File: src/shared/cda_pkg.sv
// Package: constants, field layout and types of the compare/decrement unit
package cda_pkg;

  // ---------------------------------------------------------------------------
  // Register map (APB byte addresses)
  // ---------------------------------------------------------------------------
  localparam logic [7:0] CDA_OFF_CTRL   = 8'h00; // Command / start
  localparam logic [7:0] CDA_OFF_SRC    = 8'h04; // 16-bit source / immediate
  localparam logic [7:0] CDA_OFF_DST_LO = 8'h08; // Destination bits 31:0
  localparam logic [7:0] CDA_OFF_DST_HI = 8'h0c; // Destination bits 35:32
  localparam logic [7:0] CDA_OFF_CCR    = 8'h10; // Mode byte and flag byte
  localparam logic [7:0] CDA_OFF_STAT   = 8'h14; // Busy, debug state
  localparam logic [7:0] CDA_OFF_RES_LO = 8'h18; // Result bits 31:0
  localparam logic [7:0] CDA_OFF_RES_HI = 8'h1c; // Result bits 35:32
  localparam logic [7:0] CDA_OFF_DBGCTL = 8'h20; // Debug port control
  localparam logic [7:0] CDA_OFF_MEM    = 8'h24; // Memory operand word

  // ---------------------------------------------------------------------------
  // Control register fields
  // ---------------------------------------------------------------------------
  localparam int CDA_CTRL_OP_LSB  = 0;  // Opcode, 2 bits
  localparam int CDA_CTRL_AM_LSB  = 4;  // Addressing mode, 3 bits
  localparam int CDA_CTRL_ACC_BIT = 8;  // Destination is 36-bit accumulator
  localparam int CDA_CTRL_PM_BIT  = 9;  // Parallel move accompanies op
  localparam int CDA_CTRL_LIM_BIT = 10; // Limiting seen in parallel move
  localparam int CDA_CTRL_SZ_BIT  = 11; // Size status from parallel move
  localparam int CDA_CTRL_GO_BIT  = 31; // Start strobe (write only)

  // Condition-code byte positions
  localparam int CDA_CC_C  = 0;
  localparam int CDA_CC_V  = 1;
  localparam int CDA_CC_Z  = 2;
  localparam int CDA_CC_N  = 3;
  localparam int CDA_CC_U  = 4;
  localparam int CDA_CC_E  = 5;
  localparam int CDA_CC_L  = 6;
  localparam int CDA_CC_SZ = 7;

  // Debug port control: entry disable bit position
  localparam int CDA_DBG_DIS_BIT = 0;

  // ---------------------------------------------------------------------------
  // Reset values
  // ---------------------------------------------------------------------------
  localparam logic [7:0]  CDA_RST_CCR  = 8'h00;
  localparam logic [7:0]  CDA_RST_MODE = 8'h00;
  localparam logic [35:0] CDA_RST_ACC  = 36'h0_0000_0000;

  // ---------------------------------------------------------------------------
  // Cycle counts per instruction form
  // ---------------------------------------------------------------------------
  localparam logic [3:0] CDA_CYC_PMOVE    = 4'h1;
  localparam logic [3:0] CDA_CYC_REG      = 4'h2;
  localparam logic [3:0] CDA_CYC_CMP_SP   = 4'h6;
  localparam logic [3:0] CDA_CYC_CMP_AA   = 4'h4;
  localparam logic [3:0] CDA_CYC_CMP_ABS  = 4'h6;
  localparam logic [3:0] CDA_CYC_CMP_IMS  = 4'h4;
  localparam logic [3:0] CDA_CYC_CMP_IML  = 4'h6;
  localparam logic [3:0] CDA_CYC_DEC_SP   = 4'h8;
  localparam logic [3:0] CDA_CYC_DEC_AA   = 4'h6;
  localparam logic [3:0] CDA_CYC_DEC_ABS  = 4'h8;
  localparam logic [3:0] CDA_CYC_DEBUG    = 4'h4;
  localparam logic [1:0] CDA_WORDS_ONE    = 2'h1;
  localparam logic [1:0] CDA_WORDS_TWO    = 2'h2;
  localparam logic [4:0] CDA_IMM_SHORT_MAX = 5'h1f;

  // ---------------------------------------------------------------------------
  // Enumerations
  // ---------------------------------------------------------------------------
  typedef enum logic [1:0] {
    CDA_OP_CMP   = 2'b00, // compare_op
    CDA_OP_WORD_DECREMENT_OP  = 2'b01, // word_decrement_op
    CDA_OP_DEBUG = 2'b10,
    CDA_OP_NONE  = 2'b11
  } cda_op_t;

  typedef enum logic [2:0] {
    CDA_AM_REG  = 3'b000, // Register to register
    CDA_AM_SP   = 3'b001, // Stack relative memory
    CDA_AM_AA   = 3'b010, // 6-bit short absolute
    CDA_AM_ABS  = 3'b011, // Full absolute address
    CDA_AM_IMS  = 3'b100, // Unsigned 0..31 immediate
    CDA_AM_IML  = 3'b101  // Signed 16-bit immediate
  } cda_am_t;

endpackage : cda_pkg

File: src/design/cda_flags.sv
// Flag evaluation of a 36-bit compare or decrement result
`timescale 1ns/10ps
`default_nettype none
module cda_flags
  import cda_pkg::*;
(
  input  wire logic [35:0] res,       // Result
  input  wire logic        carry,     // Borrow out of bit 35
  input  wire logic        ovf,       // Signed overflow
  input  wire logic        dec_word,  // Word decrement zero test
  input  wire logic        pmove,     // Parallel move present
  input  wire logic        pm_limit,  // Limiting in parallel move
  input  wire logic        pm_size,   // Size status from parallel move
  input  wire logic        sz_old,    // Previous size flag
  output logic      [7:0]  condition_code_byte        // New flag byte
);

  // ---------------------------------------------------------------------------
  // Combinational flag set
  // ---------------------------------------------------------------------------
  always_comb begin
    condition_code_byte = 8'h00;
    condition_code_byte[CDA_CC_SZ] = pmove ? (sz_old | pm_size) : sz_old;
    condition_code_byte[CDA_CC_L]  = (pmove & pm_limit) | ovf;
    condition_code_byte[CDA_CC_E]  = ~((&res[35:31]) | ~(|res[35:31]));
    // unnormalized when bits 31 and 30 agree
    condition_code_byte[CDA_CC_U]  = ~(res[31] ^ res[30]);
    condition_code_byte[CDA_CC_N]  = res[35];
    // zero test, full or upper 20 bits
    condition_code_byte[CDA_CC_Z]  = dec_word ? ~(|res[35:16]) : ~(|res);
    condition_code_byte[CDA_CC_V]  = ovf;
    condition_code_byte[CDA_CC_C]  = carry;
  end

endmodule : cda_flags
`default_nettype wire

File: src/design/cda_timer.sv
// Down counter that holds an instruction for its cycle count
`timescale 1ns/10ps
`default_nettype none
module cda_timer (
  input  wire logic       clk_sys, // System clock
  input  wire logic       rst,     // Async reset, active high
  input  wire logic       load,    // Start a count
  input  wire logic [3:0] cycles,  // Cycles to hold
  output logic            busy,    // Counting
  output logic            done     // Last cycle pulse
);

  logic [3:0] cnt_q; // Remaining cycles

  // ---------------------------------------------------------------------------
  // Counter
  // ---------------------------------------------------------------------------
  always_ff @(posedge clk_sys or posedge rst) begin
    if (rst) begin
      cnt_q <= 4'h0;
    end else if (load) begin
      cnt_q <= cycles;
    end else if (cnt_q != 4'h0) begin
      cnt_q <= cnt_q - 4'h1;
    end
  end

  assign busy = (cnt_q != 4'h0);
  assign done = (cnt_q == 4'h1);

endmodule : cda_timer
`default_nettype wire

File: src/design/cda_unit.sv
// Compare, word decrement and debug entry unit with APB registers
`timescale 1ns/10ps
`default_nettype none
module cda_unit
  import cda_pkg::*;
(
  input  wire logic        clk_sys,     // System clock
  input  wire logic        rst,         // Async reset, active high
  input  wire logic        psel,        // APB select
  input  wire logic        penable,     // APB enable
  input  wire logic        pwrite,      // APB direction
  input  wire logic [7:0]  paddr,       // APB byte address
  input  wire logic [31:0] pwdata,      // APB write data
  output logic      [31:0] prdata,      // APB read data
  output logic             pready,      // APB ready
  output logic             pslverr,     // APB error
  output logic             debug_state, // In debug processing state
  output logic             op_busy      // Instruction in progress
);

  // ---------------------------------------------------------------------------
  // Registers
  // ---------------------------------------------------------------------------
  logic [11:0] ctrl_q;     // Latched command fields
  logic [15:0] src_q;      // Source word or immediate
  logic [35:0] dst_q;      // Destination accumulator or register
  logic [15:0] mem_q;      // Memory operand word
  logic [7:0]  ccr_q;      // condition_code_byte
  logic [7:0]  mode_q;     // mode_byte
  logic [35:0] res_q;      // Last difference (for visibility)
  logic [1:0]  words_q;    // Program words of last instruction
  logic        dis_q;      // debug_entry_disable_bit
  logic        nop_q;      // Debug fell through as two no-op steps
  logic        dbg_q;      // Debug state
  logic        pend_q;     // Result commit pending
  logic [3:0]  cyc_d;      // Cycles for the started op
  logic [1:0]  words_d;    // Words for the started op
  logic        go;         // Start strobe
  logic        busy;       // Timer running
  logic        done;       // Timer last cycle
  logic        wr_acc;     // APB write access
  logic        rd_acc;     // APB read access

  cda_op_t op;
  cda_am_t am;
  assign op = cda_op_t'(ctrl_q[CDA_CTRL_OP_LSB +: 2]);
  assign am = cda_am_t'(ctrl_q[CDA_CTRL_AM_LSB +: 3]);

  assign wr_acc = psel & penable & pwrite;
  assign rd_acc = psel & penable & ~pwrite;
  // Commands are ignored while an op runs; no queue is kept
  assign go = wr_acc & (paddr == CDA_OFF_CTRL) & pwdata[CDA_CTRL_GO_BIT]
              & ~busy & ~dbg_q;

  // ---------------------------------------------------------------------------
  // Operand formation and arithmetic
  // ---------------------------------------------------------------------------
  logic [15:0] word_s;   // Source word chosen by mode
  logic [35:0] opnd;     // 36-bit subtrahend
  logic [36:0] diff;     // Compare difference with borrow
  logic [16:0] wdec;     // Word decrement with borrow
  logic [15:0] wsrc;     // Word being decremented
  logic [35:0] res;      // Result for flags
  logic        carry;
  logic        ovf;
  logic [7:0]  ccr_new;
  logic        is_acc;

  assign is_acc = ctrl_q[CDA_CTRL_ACC_BIT];

  always_comb begin
    word_s = src_q;
    if (am == CDA_AM_SP || am == CDA_AM_AA || am == CDA_AM_ABS) begin
      word_s = mem_q;
    end else if (am == CDA_AM_IMS) begin
      word_s = {11'h000, src_q[4:0]};
    end
  end

  // sign extend then append sixteen zeros
  assign opnd = {{4{word_s[15]}}, word_s, 16'h0000};
  assign diff = {1'b0, dst_q} - {1'b0, opnd};
  // word source: upper word of acc, register, or memory
  assign wsrc = (am != CDA_AM_REG) ? mem_q :
                (is_acc ? dst_q[31:16] : dst_q[15:0]);
  assign wdec = {1'b0, wsrc} - 17'h00001;

  always_comb begin
    res   = diff[35:0];
    carry = diff[36];
    ovf   = (dst_q[35] ^ opnd[35]) & (dst_q[35] ^ diff[35]);
    if (op == CDA_OP_WORD_DECREMENT_OP) begin
      // flags from the 16-bit result placed in the upper word
      res   = {{4{wdec[15]}}, wdec[15:0], 16'h0000};
      carry = wdec[16];
      ovf   = wsrc[15] & ~wdec[15];
    end
  end

  cda_flags u_flags (
    .res      (res),
    .carry    (carry),
    .ovf      (ovf),
    .dec_word (op == CDA_OP_WORD_DECREMENT_OP),
    .pmove    (ctrl_q[CDA_CTRL_PM_BIT]),
    .pm_limit (ctrl_q[CDA_CTRL_LIM_BIT]),
    .pm_size  (ctrl_q[CDA_CTRL_SZ_BIT]),
    .sz_old   (ccr_q[CDA_CC_SZ]),
    .condition_code_byte      (ccr_new)
  );

  // ---------------------------------------------------------------------------
  // Cycle and word count per form
  // ---------------------------------------------------------------------------
  always_comb begin
    cyc_d   = CDA_CYC_REG;
    words_d = CDA_WORDS_ONE;
    case (cda_op_t'(pwdata[CDA_CTRL_OP_LSB +: 2]))
      CDA_OP_CMP: begin
        case (cda_am_t'(pwdata[CDA_CTRL_AM_LSB +: 3]))
          CDA_AM_SP:  cyc_d = CDA_CYC_CMP_SP;
          CDA_AM_AA:  cyc_d = CDA_CYC_CMP_AA;
          CDA_AM_ABS: begin
            cyc_d   = CDA_CYC_CMP_ABS;
            words_d = CDA_WORDS_TWO;
          end
          CDA_AM_IMS: cyc_d = CDA_CYC_CMP_IMS;
          CDA_AM_IML: begin
            cyc_d   = CDA_CYC_CMP_IML;
            words_d = CDA_WORDS_TWO;
          end
          default:    cyc_d = CDA_CYC_REG;
        endcase
      end
      CDA_OP_WORD_DECREMENT_OP: begin
        case (cda_am_t'(pwdata[CDA_CTRL_AM_LSB +: 3]))
          CDA_AM_SP:  cyc_d = CDA_CYC_DEC_SP;
          CDA_AM_AA:  cyc_d = CDA_CYC_DEC_AA;
          CDA_AM_ABS: begin
            cyc_d   = CDA_CYC_DEC_ABS;
            words_d = CDA_WORDS_TWO;
          end
          default:    cyc_d = CDA_CYC_REG;
        endcase
      end
      CDA_OP_DEBUG: cyc_d = CDA_CYC_DEBUG;
      default:      cyc_d = CDA_CYC_PMOVE;
    endcase
    // a parallel move with register addressing collapses to one word, one cycle
    if (pwdata[CDA_CTRL_PM_BIT] &&
        pwdata[CDA_CTRL_AM_LSB +: 3] == 3'h0) begin
      cyc_d   = CDA_CYC_PMOVE;
      words_d = CDA_WORDS_ONE;
    end
  end

  cda_timer u_timer (
    .clk_sys (clk_sys),
    .rst     (rst),
    .load    (go),
    .cycles  (cyc_d),
    .busy    (busy),
    .done    (done)
  );

  // ---------------------------------------------------------------------------
  // Command latch
  // ---------------------------------------------------------------------------
  always_ff @(posedge clk_sys or posedge rst) begin
    if (rst) begin
      ctrl_q  <= 12'h000;
      words_q <= 2'h0;
    end else if (go) begin
      ctrl_q  <= pwdata[11:0];
      words_q <= words_d;
    end
  end

  // ---------------------------------------------------------------------------
  // Operand registers; software writes, decrement commits
  // ---------------------------------------------------------------------------
  always_ff @(posedge clk_sys or posedge rst) begin
    if (rst) begin
      src_q <= 16'h0000;
      dst_q <= CDA_RST_ACC;
      mem_q <= 16'h0000;
    end else if (done && op == CDA_OP_WORD_DECREMENT_OP) begin
      if (am != CDA_AM_REG) begin
        mem_q <= wdec[15:0];
      end else if (is_acc) begin
        // lower word kept, extension and upper word updated
        dst_q <= {{4{wdec[15]}}, wdec[15:0], dst_q[15:0]};
      end else begin
        dst_q <= {20'h00000, wdec[15:0]};
      end
    end else if (wr_acc && !busy) begin
      if (paddr == CDA_OFF_SRC) begin
        src_q <= pwdata[15:0];
      end else if (paddr == CDA_OFF_DST_LO) begin
        dst_q[31:0] <= pwdata;
      end else if (paddr == CDA_OFF_DST_HI) begin
        dst_q[35:32] <= pwdata[3:0];
      end else if (paddr == CDA_OFF_MEM) begin
        mem_q <= pwdata[15:0];
      end
    end
  end

  // ---------------------------------------------------------------------------
  // Flags and mode byte
  // ---------------------------------------------------------------------------
  always_ff @(posedge clk_sys or posedge rst) begin
    if (rst) begin
      ccr_q  <= CDA_RST_CCR;
      mode_q <= CDA_RST_MODE;
      res_q  <= CDA_RST_ACC;
    end else if (done && (op == CDA_OP_CMP || op == CDA_OP_WORD_DECREMENT_OP)) begin
      ccr_q <= ccr_new;
      res_q <= res;
    end else if (wr_acc && !busy && paddr == CDA_OFF_CCR) begin
      ccr_q  <= pwdata[7:0];
      mode_q <= pwdata[15:8];
    end
  end

  // ---------------------------------------------------------------------------
  // Debug entry
  // ---------------------------------------------------------------------------
  always_ff @(posedge clk_sys or posedge rst) begin
    if (rst) begin
      dis_q <= 1'b0;
      dbg_q <= 1'b0;
      nop_q <= 1'b0;
    end else begin
      if (wr_acc && paddr == CDA_OFF_DBGCTL) begin
        dis_q <= pwdata[CDA_DBG_DIS_BIT];
        // Writing bit 1 releases the debug state
        if (pwdata[1]) begin
          dbg_q <= 1'b0;
        end
      end
      if (done && op == CDA_OP_DEBUG) begin
        // enter unless disabled; else just two idle steps
        dbg_q <= ~dis_q;
        nop_q <= dis_q;
      end
    end
  end

  // ---------------------------------------------------------------------------
  // APB slave: zero wait states, error on unmapped address
  // ---------------------------------------------------------------------------
  always_ff @(posedge clk_sys or posedge rst) begin
    if (rst) begin
      prdata  <= 32'h0000_0000;
      pready  <= 1'b0;
      pslverr <= 1'b0;
    end else begin
      pready  <= psel & ~penable;
      pslverr <= 1'b0;
      prdata  <= 32'h0000_0000;
      if (psel && !penable) begin
        if (paddr == CDA_OFF_CTRL) begin
          prdata <= {20'h00000, ctrl_q};
        end else if (paddr == CDA_OFF_SRC) begin
          prdata <= {16'h0000, src_q};
        end else if (paddr == CDA_OFF_DST_LO) begin
          prdata <= dst_q[31:0];
        end else if (paddr == CDA_OFF_DST_HI) begin
          prdata <= {28'h0000000, dst_q[35:32]};
        end else if (paddr == CDA_OFF_CCR) begin
          prdata <= {16'h0000, mode_q, ccr_q};
        end else if (paddr == CDA_OFF_STAT) begin
          prdata <= {26'h0000000, words_q, nop_q, dbg_q, pend_q, busy};
        end else if (paddr == CDA_OFF_RES_LO) begin
          prdata <= res_q[31:0];
        end else if (paddr == CDA_OFF_RES_HI) begin
          prdata <= {28'h0000000, res_q[35:32]};
        end else if (paddr == CDA_OFF_DBGCTL) begin
          prdata <= {31'h00000000, dis_q};
        end else if (paddr == CDA_OFF_MEM) begin
          prdata <= {16'h0000, mem_q};
        end else begin
          pslverr <= 1'b1;
        end
      end
    end
  end

  // Pending marks an op started and not yet finished
  always_ff @(posedge clk_sys or posedge rst) begin
    if (rst) begin
      pend_q <= 1'b0;
    end else if (go) begin
      pend_q <= 1'b1;
    end else if (done) begin
      pend_q <= 1'b0;
    end
  end

  // Status outputs from flip-flops
  always_ff @(posedge clk_sys or posedge rst) begin
    if (rst) begin
      debug_state <= 1'b0;
      op_busy     <= 1'b0;
    end else begin
      debug_state <= dbg_q;
      op_busy     <= pend_q;
    end
  end

  // ---------------------------------------------------------------------------
  // Assertions
  // ---------------------------------------------------------------------------
  a_cmp_keeps_dst: assert property (@(posedge clk_sys) disable iff (rst)
    (done && op == CDA_OP_CMP) |=> $stable(dst_q))
    else $error("compare changed destination");
  a_neg_flag: assert property (@(posedge clk_sys) disable iff (rst)
    (done && op != CDA_OP_DEBUG && op != CDA_OP_NONE)
      |=> ccr_q[CDA_CC_N] == $past(res[35]))
    else $error("negative flag wrong");
  a_debug_flags_kept: assert property (@(posedge clk_sys) disable iff (rst)
    (done && op == CDA_OP_DEBUG) |=> $stable(ccr_q))
    else $error("debug altered flags");
  a_debug_entry: assert property (@(posedge clk_sys) disable iff (rst)
    (done && op == CDA_OP_DEBUG && !dis_q) |=> dbg_q)
    else $error("debug state not entered");
  a_reg_cmp_time: assert property (@(posedge clk_sys) disable iff (rst)
    (go && pwdata[1:0] == 2'b00 && pwdata[6:4] == 3'b000
     && !pwdata[CDA_CTRL_PM_BIT]) |=> busy ##1 done)
    else $error("register compare not two cycles");
  a_dec_lsp_kept: assert property (@(posedge clk_sys) disable iff (rst)
    (done && op == CDA_OP_WORD_DECREMENT_OP && is_acc) |=> dst_q[15:0] == $past(dst_q[15:0]))
    else $error("decrement touched lower word");
  a_dec_zero: assert property (@(posedge clk_sys) disable iff (rst)
    (done && op == CDA_OP_WORD_DECREMENT_OP) |=> ccr_q[CDA_CC_Z] == ($past(wdec[15:0]) == 16'h0000))
    else $error("decrement zero flag wrong");
  a_pmove_one: assert property (@(posedge clk_sys) disable iff (rst)
    (go && pwdata[CDA_CTRL_PM_BIT] && pwdata[6:4] == 3'b000) |=> done)
    else $error("parallel move op not one cycle");

endmodule : cda_unit
`default_nettype wire

File: config.mk
export PLATFORM = sky130hd
export DESIGN_NAME = cda_unit
export DESIGN_NICKNAME = d
export VERILOG_FILES = /design/src/shared/cda_pkg.sv /design/src/design/cda_flags.sv /design/src/design/cda_timer.sv /design/src/design/cda_unit.sv
export SDC_FILE = /design/constraint.sdc
export NUM_CORES = 1
export LEC_CHECK = 0
export ABC_AREA = 1
export BUFFER_PORTS_ARGS = -buffer_cell sky130_fd_sc_hd__buf_2
export CAP_MARGIN = 20
export CELL_PAD_IN_SITES_DETAIL_PLACEMENT = 0
export CELL_PAD_IN_SITES_GLOBAL_PLACEMENT = 1
export CORE_AREA = 5 5 178 137
export DETAILED_ROUTE_END_ITERATION = 16
export DIE_AREA = 0 0 183 142
export PLACE_DENSITY = 0.91
export SKIP_LAST_GASP = 1
export SLEW_MARGIN = 20
export SYNTH_ARGS = -nofsm -noshare
export SYNTH_HDL_FRONTEND = slang
export SYNTH_SLANG_ARGS = --single-unit
File: constraint.sdc
create_clock -name clk_sys -period 16.6 [get_ports clk_sys]
set_input_delay 3.32 -clock clk_sys [delete_from_list [all_inputs] [get_ports clk_sys]]
set_output_delay 3.32 -clock clk_sys [all_outputs]
set_load 0.05 [all_outputs]
==> flow_summary.json, run 1 <==
{
  "routed_wl_mm": 36.8,
  "fin_crit_ns": 6.06,
  "htreeDepth": 4,
  "syn_inst": 1437,
  "grt_setup_unrepaired": "false",
  "dp_hpwl_mm": 27.7,
  "wl_per_cell_um": 20.3,
  "finalNetCount": 1566,
  "cp-start-kind": "input port",
  "yosysWarnings": 0,
  "dp_cells": 1776,
  "startpoint": "paddr[7]",
  "port-buffer-count": 80,
  "slew_headroom_pct": 35.4,
  "antenna_left": 0,
  "fmax_ghz": 0.165,
  "postCtsHoldBufs": 0,
  "track_usage_pct": 28.5,
  "ir_worst_vdd_mv": 0.112,
  "grt_pass1_vias": 9830,
  "hold_violations": 0,
  "die_height_um": 142,
  "die_area_mm2": 0.0260,
  "hold_class": "reg -> reg",
  "netSwitchingPower_mw": 0.747,
  "status": "finished, final reports clean",
  "reg2reg_depth": 26,
  "vias": 10400,
  "die_w_um": 183,
  "tritoncts": "done",
  "cp-end-kind": "flip-flop",
  "drt_iter0_markers": 1227,
  "gp_congestion": 0.971,
  "crit_type": "in -> reg",
  "power_frac_seq_pct": 35.9,
  "path_max_fanout": 27,
  "synthToLayoutAreaGrowth_pct": 12.1,
  "period_share_pct": 36.5,
  "initial_core_util_pct": 47.1,
  "synth-seq-cells": 178,
  "ff2ff_setup_slack_ns": 11.02,
  "via_per_inst": 5.75,
  "setup_viol": 0,
  "final_cells": 1808,
  "core_mm2": 0.0225,
  "grt-ovfl-total": 0,
  "post_cts_buffers": 0,
  "power_frac_comb_pct": 38.7,
  "syn_area_mm2": 0.0106,
  "rows": 48,
  "synth-async-reset-ratio_pct": 100,
  "drc": 0,
  "p_per_area_mw_per_mm2": 147,
  "yosysSeqAreaShare_pct": 41.9,
  "cts_sinks": 178,
  "io_pins": 81,
  "syn-num-nets": 1508,
  "skew_ns": 0.0142,
  "clkTransAtPathRegs_ns": 0.07,
  "p_leak_nw": 5.60,
  "clkPwrFrac_pct": 25.4,
  "arrival_ns": 6.39,
  "intPower_mw": 1.00,
  "numCtsBuffers": 17,
  "fin_setup_tns_ns": 0,
  "cp_data_required_time_ns": 16.93,
  "switching_share_pct": 42.7,
  "synthFlopType": "dfrtp_1",
  "grt_pass1_wl_mm": 57.1,
  "worst_pin_slew_ns": 0.966,
  "final_max_slew_viol_count": 0,
  "antenna_cells": 0,
  "antenna_found_initial": 0,
  "synth_edf_count": 0,
  "first_pass_iters": 6,
  "synth.avg_cell_area_um2": 7.39,
  "cts-resized-gates": 0,
  "drv_cap": 0,
  "timing.rr.end": "ccr_q[2]$_DFFE_PP0P_",
  "critical_path.endpoint": "dst_q[12]$_DFFE_PP0P_",
  "clk_latency_ns": 0.46,
  "clock-root-buffer": "clkbuf_16",
  "r2r-start": "ctrl_q[4]$_DFFE_PP0P_",
  "drive_gt1_share_pct": 12.3,
  "grt_start_max_net_pins": 126,
  "clock_path_buffers": 2,
  "synth_cell_types": 58
}
## per-stage QoR
stage | worst slack, ns | instance area [um^2] | total power, mW | hold slack, ns | util [%]
after floorplan | 8.45 | 10600 | 1.08 | 0.374 | -
after global placement | 10.29 | 11300 | 1.29 | 0.444 | 50.0
after detailed placement | 10.19 | 11300 | 1.29 | 0.453 | 50.0
after CTS | 10.65 | 11900 | 1.74 | 0.469 | 52.8
after global routing | 10.33 | 11900 | 1.86 | 0.471 | 52.9
final | 10.54 | 11900 | 1.75 | 0.470 | 52.9
## metal layers
| metal | track usage [%] | share of wire (%) | up-vias |
|---|---|---|---|
| met5 | 0 | 0 | - |
| met4 | 9.13 | 2.7 | 0 |
| met3 | 7.97 | 11 | 66 |
| met2 | 39.9 | 41 | 567 |
| met1 | 42.8 | 45 | 4830 |
| li1 | - | - | 4924 |
## how the worst min path moves through the flow
stage | start | end | slack, ns | depth (start not counted)
after floorplan | pend_q$_DFFE_PP0P_ | op_busy$_DFF_PP0_ | 0.37 | 0
after global placement | pend_q$_DFFE_PP0P_ | op_busy$_DFF_PP0_ | 0.44 | 0
after detailed placement | pend_q$_DFFE_PP0P_ | op_busy$_DFF_PP0_ | 0.45 | 0
after CTS | pend_q$_DFFE_PP0P_ | op_busy$_DFF_PP0_ | 0.47 | 0
after global routing | pend_q$_DFFE_PP0P_ | op_busy$_DFF_PP0_ | 0.47 | 0
final | pend_q$_DFFE_PP0P_ | op_busy$_DFF_PP0_ | 0.47 | 0
## logic make-up (layout without fill, tap and decap cells)
group                    after synthesis  after routing  synth area share [%]
AO/OA/AOI/OAI                        362            362                  19.7
XOR/XNOR                              11             11                 0.978
adder cells (fa/ha/maj)               26             26                  3.13
buffers and inverters                202            273                  7.53
flip-flops                           178            178                  41.9
multiplexers                           4              4                 0.389
AND/OR/NAND/NOR                      654            654                  26.4
## cell usage in the layout (no fill, tap or decap), drive strengths merged, types with 16 or more instances in the layout
cell type,count
o21ai,175
nand3,84
dfrtp,178
nand2,429
nor2,101
ha,25
buf,96
nand4,16
a22oi,19
a21oi,103
clkbuf,19
inv,148
## sequential cells by signal, summed over array words and instances (netlist names), 2 cells and up
name	flops
dst_q	36
res_q	36
prdata	32
mem_q	16
src_q	16
ctrl_q	12
ccr_q	8
mode_q	8
u_timer.cnt_q	4
words_q	2
## final cells by class
class	instances	area, um^2
Fill cell	2263	10600
Multi-Input combinational cell	1057	5370
Sequential cell	178	4450
Inverter	145	552
Timing Repair Buffer	96	520
Clock buffer	19	433
Tap cell	300	375
Clock inverter	13	196
## cells in the mapped netlist (2+ instances only)
| cell type | n | area, um^2 |
|---|---|---|
| xnor2_1 | 4 | 35.0 |
| o31ai_1 | 6 | 45.0 |
| inv_1 | 131 | 492 |
| ha_1 | 25 | 313 |
| inv_2 | 12 | 45.0 |
| o21ai_1 | 4 | 20.0 |
| clkinv_1 | 2 | 7.51 |
| a22oi_1 | 19 | 143 |
| nand2_1 | 420 | 1580 |
| xor2_1 | 6 | 52.6 |
| o21ai_2 | 7 | 61.3 |
| o21ai_0 | 163 | 816 |
| nand2_2 | 8 | 50.1 |
| o211ai_1 | 14 | 105 |
| o221ai_1 | 7 | 61.3 |
| nand3_1 | 83 | 415 |
| a21o_1 | 3 | 22.5 |
| a41oi_1 | 4 | 35.0 |
| a21oi_1 | 102 | 510 |
| or2_2 | 3 | 18.8 |
| nor2_4 | 11 | 124 |
| nor3_2 | 2 | 20.0 |
| buf_1 | 3 | 11.3 |
| o21a_1 | 4 | 30.0 |
| buf_2 | 6 | 30.0 |
| nand3b_1 | 2 | 15.0 |
| dfrtp_1 | 178 | 4450 |
| buf_4 | 4 | 30.0 |
| a221oi_1 | 6 | 52.6 |
| o22ai_1 | 5 | 31.3 |
| o21bai_1 | 3 | 22.5 |
| a31oi_1 | 3 | 18.8 |
| clkbuf_1 | 42 | 158 |
| nand4_1 | 15 | 93.8 |
| mux2i_1 | 3 | 30.0 |
| o2111ai_1 | 7 | 61.3 |
| nor2_2 | 3 | 18.8 |
| nor2_1 | 87 | 327 |
| nor3_1 | 11 | 55.1 |
## worst max-delay path: stages
cell,delay (ns)
buf_2,0.09
nor2_1,0.16
nand2_1,0.09
nor2_1,0.14
inv_2,0.12
nor2_4,0.11
buf_4,0.35
inv_2,0.25
a21oi_2,0.22
inv_1,0.09
nor2_4,0.25
inv_2,0.26
nor2_4,0.52
inv_2,0.21
nand2_1,0.10
o21ai_1,0.06
## power by group through the flow
stage,combinational [mW],clock (mW),sequential (mW)
final,0.677,0.444,0.628
after global placement,0.656,0,0.633
after CTS,0.664,0.450,0.625
after floorplan,0.483,0,0.598
after detailed placement,0.659,0,0.633
after global routing,0.754,0.467,0.640
Note: power is estimated with default switching activity, not from simulation.
==> run 2, diff against run 1 <==
--- a/config.mk
+++ b/config.mk
@@ -10,10 +10,10 @@
 export CAP_MARGIN = 20
 export CELL_PAD_IN_SITES_DETAIL_PLACEMENT = 0
 export CELL_PAD_IN_SITES_GLOBAL_PLACEMENT = 1
-export CORE_AREA = 5 5 178 137
+export CORE_AREA = 5 5 192 148
 export DETAILED_ROUTE_END_ITERATION = 16
-export DIE_AREA = 0 0 183 142
-export PLACE_DENSITY = 0.91
+export DIE_AREA = 0 0 197 153
+export PLACE_DENSITY = 0.83
 export SKIP_LAST_GASP = 1
 export SLEW_MARGIN = 20
 export SYNTH_ARGS = -nofsm -noshare
==> constraint.sdc (replaced) <==
create_clock -name clk_sys -period 5.55 [get_ports clk_sys]
set_input_delay 1.11 -clock clk_sys [delete_from_list [all_inputs] [get_ports clk_sys]]
set_output_delay 1.11 -clock clk_sys [all_outputs]
set_load 0.05 [all_outputs]
==> flow_summary.json, run 2 (same netlist as run 1, synthesis figures left out) <==
{
  "final_cell_mix": "nand2_1 (419), dfrtp_1 (178), o21ai_0 (163), inv_1 (130), a21oi_1 (102)",
  "vias": 10600,
  "fin_crit_ns": 4.64,
  "critical_path.top_delay_family": "simple AND/OR/NAND/NOR gates",
  "core_mm2": 0.0264,
  "n_fill_cell": 2759,
  "crit_path_top_delay_cell": "nor2_1",
  "period_share_pct": 83.5,
  "cp_num_buf_inv": 2,
  "clkTransAtPathRegs_ns": 0.07,
  "setup_viol": 0,
  "final_common_cell": "nand2_1",
  "gp_congestion": 0.999,
  "synthToLayoutAreaGrowth_pct": 13.0,
  "numCtsBuffers": 17,
  "worst_pin_slew_ns": 1.02,
  "initial_core_util_pct": 40.2,
  "cp_data_required_time_ns": 5.94,
  "min-delay-start": "pend_q$_DFFE_PP0P_",
  "r2r-start": "ctrl_q[4]$_DFFE_PP0P_",
  "busiest_layer": "met1",
  "clock-root-buffer": "clkbuf_16",
  "grt_use_met3_pct": 6.29,
  "total_power_mw": 5.29,
  "rows": 52,
  "p_per_area_mw_per_mm2": 441,
  "port-buffer-count": 80,
  "ff2ff_setup_slack_ns": 0.91,
  "final_max_slew_viol_count": 0,
  "clock_path_buffers": 2,
  "cp-start-kind": "flip-flop",
  "path_max_fanout": 22,
  "p_leak_nw": 5.62,
  "post_cts_buffers": 0,
  "fin_setup_tns_ns": 0,
  "clk_latency_ns": 0.45,
  "timing.rr.end": "ccr_q[2]$_DFFE_PP0P_",
  "multi_input_area_mm2": 0.00537,
  "holdPathStages": 0,
  "finalNetCount": 1574,
  "die_height_um": 153,
  "drv_cap": 0,
  "final_core_util_pct": 45.4,
  "grt-ovfl-total": 0,
  "crit_type": "reg -> reg",
  "wl_per_cell_um": 21.3,
  "drt_iter0_markers": 1274,
  "skew_ns": 0.00960,
  "antenna_left": 0,
  "ir_worst_vdd_mv": 0.252,
  "grt_pass1_wl_mm": 60.8,
  "slowest_delay_ns": 0.62,
  "top_regs": "dst_q: 36 flops, res_q: 36 flops, prdata: 32 flops",
  "slew_headroom_pct": 31.4,
  "drive_gt1_share_pct": 12.7,
  "antenna_cells": 0,
  "cts-resized-gates": 0,
  "cts_sinks": 178,
  "dp_hpwl_mm": 30.5,
  "status": "finished, final reports clean",
  "gr-usage-met2_pct": 37.3,
  "via_per_inst": 5.70,
  "grt_pass1_vias": 9740,
  "tritoncts": "done",
  "grt_setup_unrepaired": "false",
  "antenna_found_initial": 0,
  "grt_start_max_net_pins": 121,
  "fmax_ghz": 0.216,
  "postCtsHoldBufs": 0,
  "crit_top_cell": "nor2_1",
  "min_to": "op_busy$_DFF_PP0_",
  "register_area_mm2": 0.00445,
  "hold_violations": 0,
  "cp-end-kind": "flip-flop",
  "track_usage_pct": 26.4,
  "die_area_mm2": 0.0301,
  "reg2reg_depth": 26,
  "first_pass_iters": 8,
  "arrival_ns": 5.02,
  "die_w_um": 197,
  "hold_class": "reg -> reg",
  "io_pins": 81,
  "htreeDepth": 4,
  "routed_wl_mm": 39.8,
  "grt_use_met1_pct": 40.3,
  "drc": 0
}
run 2: worst max-delay path by stage:
| stage | start | to | slack [ns] | cells past startpoint |
|---|---|---|---|---|
| 2_1_floorplan | rst | ccr_q[0]$_DFFE_PP0P_ | 2.16 | 1 |
| 3_3_place_gp | ctrl_q[4]$_DFFE_PP0P_ | ccr_q[2]$_DFFE_PP0P_ | 1.23 | 26 |
| 3_5_place_dp | ctrl_q[4]$_DFFE_PP0P_ | ccr_q[2]$_DFFE_PP0P_ | 1.11 | 26 |
| 4_1_cts | ctrl_q[4]$_DFFE_PP0P_ | ccr_q[2]$_DFFE_PP0P_ | 1.06 | 26 |
| 5_1_grt | ctrl_q[5]$_DFFE_PP0P_ | ccr_q[2]$_DFFE_PP0P_ | 0.41 | 26 |
| 6_report | ctrl_q[4]$_DFFE_PP0P_ | ccr_q[2]$_DFFE_PP0P_ | 0.91 | 26 |
run 2: where the power goes:
part	total, mW	switching, mW	leakage, nW	internal (mW)
Clock	1.27	0.563	0.286	0.702
Sequential	1.92	0.327	2.21	1.60
Combinational	2.10	1.46	3.12	0.643
run 2: area by class of cell:
class | count | share of cell area (%)
multi-input combinational | 1057 | 44.7
timing repair buffer | 104 | 4.94
tap | 351 | 3.66
sequential | 178 | 37.1
inverter | 145 | 4.57
clock buffer | 21 | 3.92
clock inverter | 11 | 1.06
run 2: stage by stage:
| step | area (um^2) | hold slack [ns] | worst slack, ns | cells |
|---|---|---|---|---|
| after floorplan | 10600 | 0.374 | 2.16 | 1437 |
| after global placement | 11400 | 0.426 | 1.23 | 1835 |
| after detailed placement | 11400 | 0.433 | 1.11 | 1835 |
| after CTS | 12000 | 0.447 | 1.06 | 1867 |
| after global routing | 12000 | 0.451 | 0.406 | 1867 |
| final | 12000 | 0.454 | 0.915 | 1867 |
run 2: per-layer routing:
| metal | wire length, um | part of all wire (%) | up-vias |
|---|---|---|---|
| li1 | - | - | 4931 |
| met1 | 18600 | 47 | 5134 |
| met2 | 16500 | 41 | 509 |
| met3 | 3600 | 9.1 | 60 |
| met4 | 1040 | 2.6 | 0 |
| met5 | 0 | 0 | - |
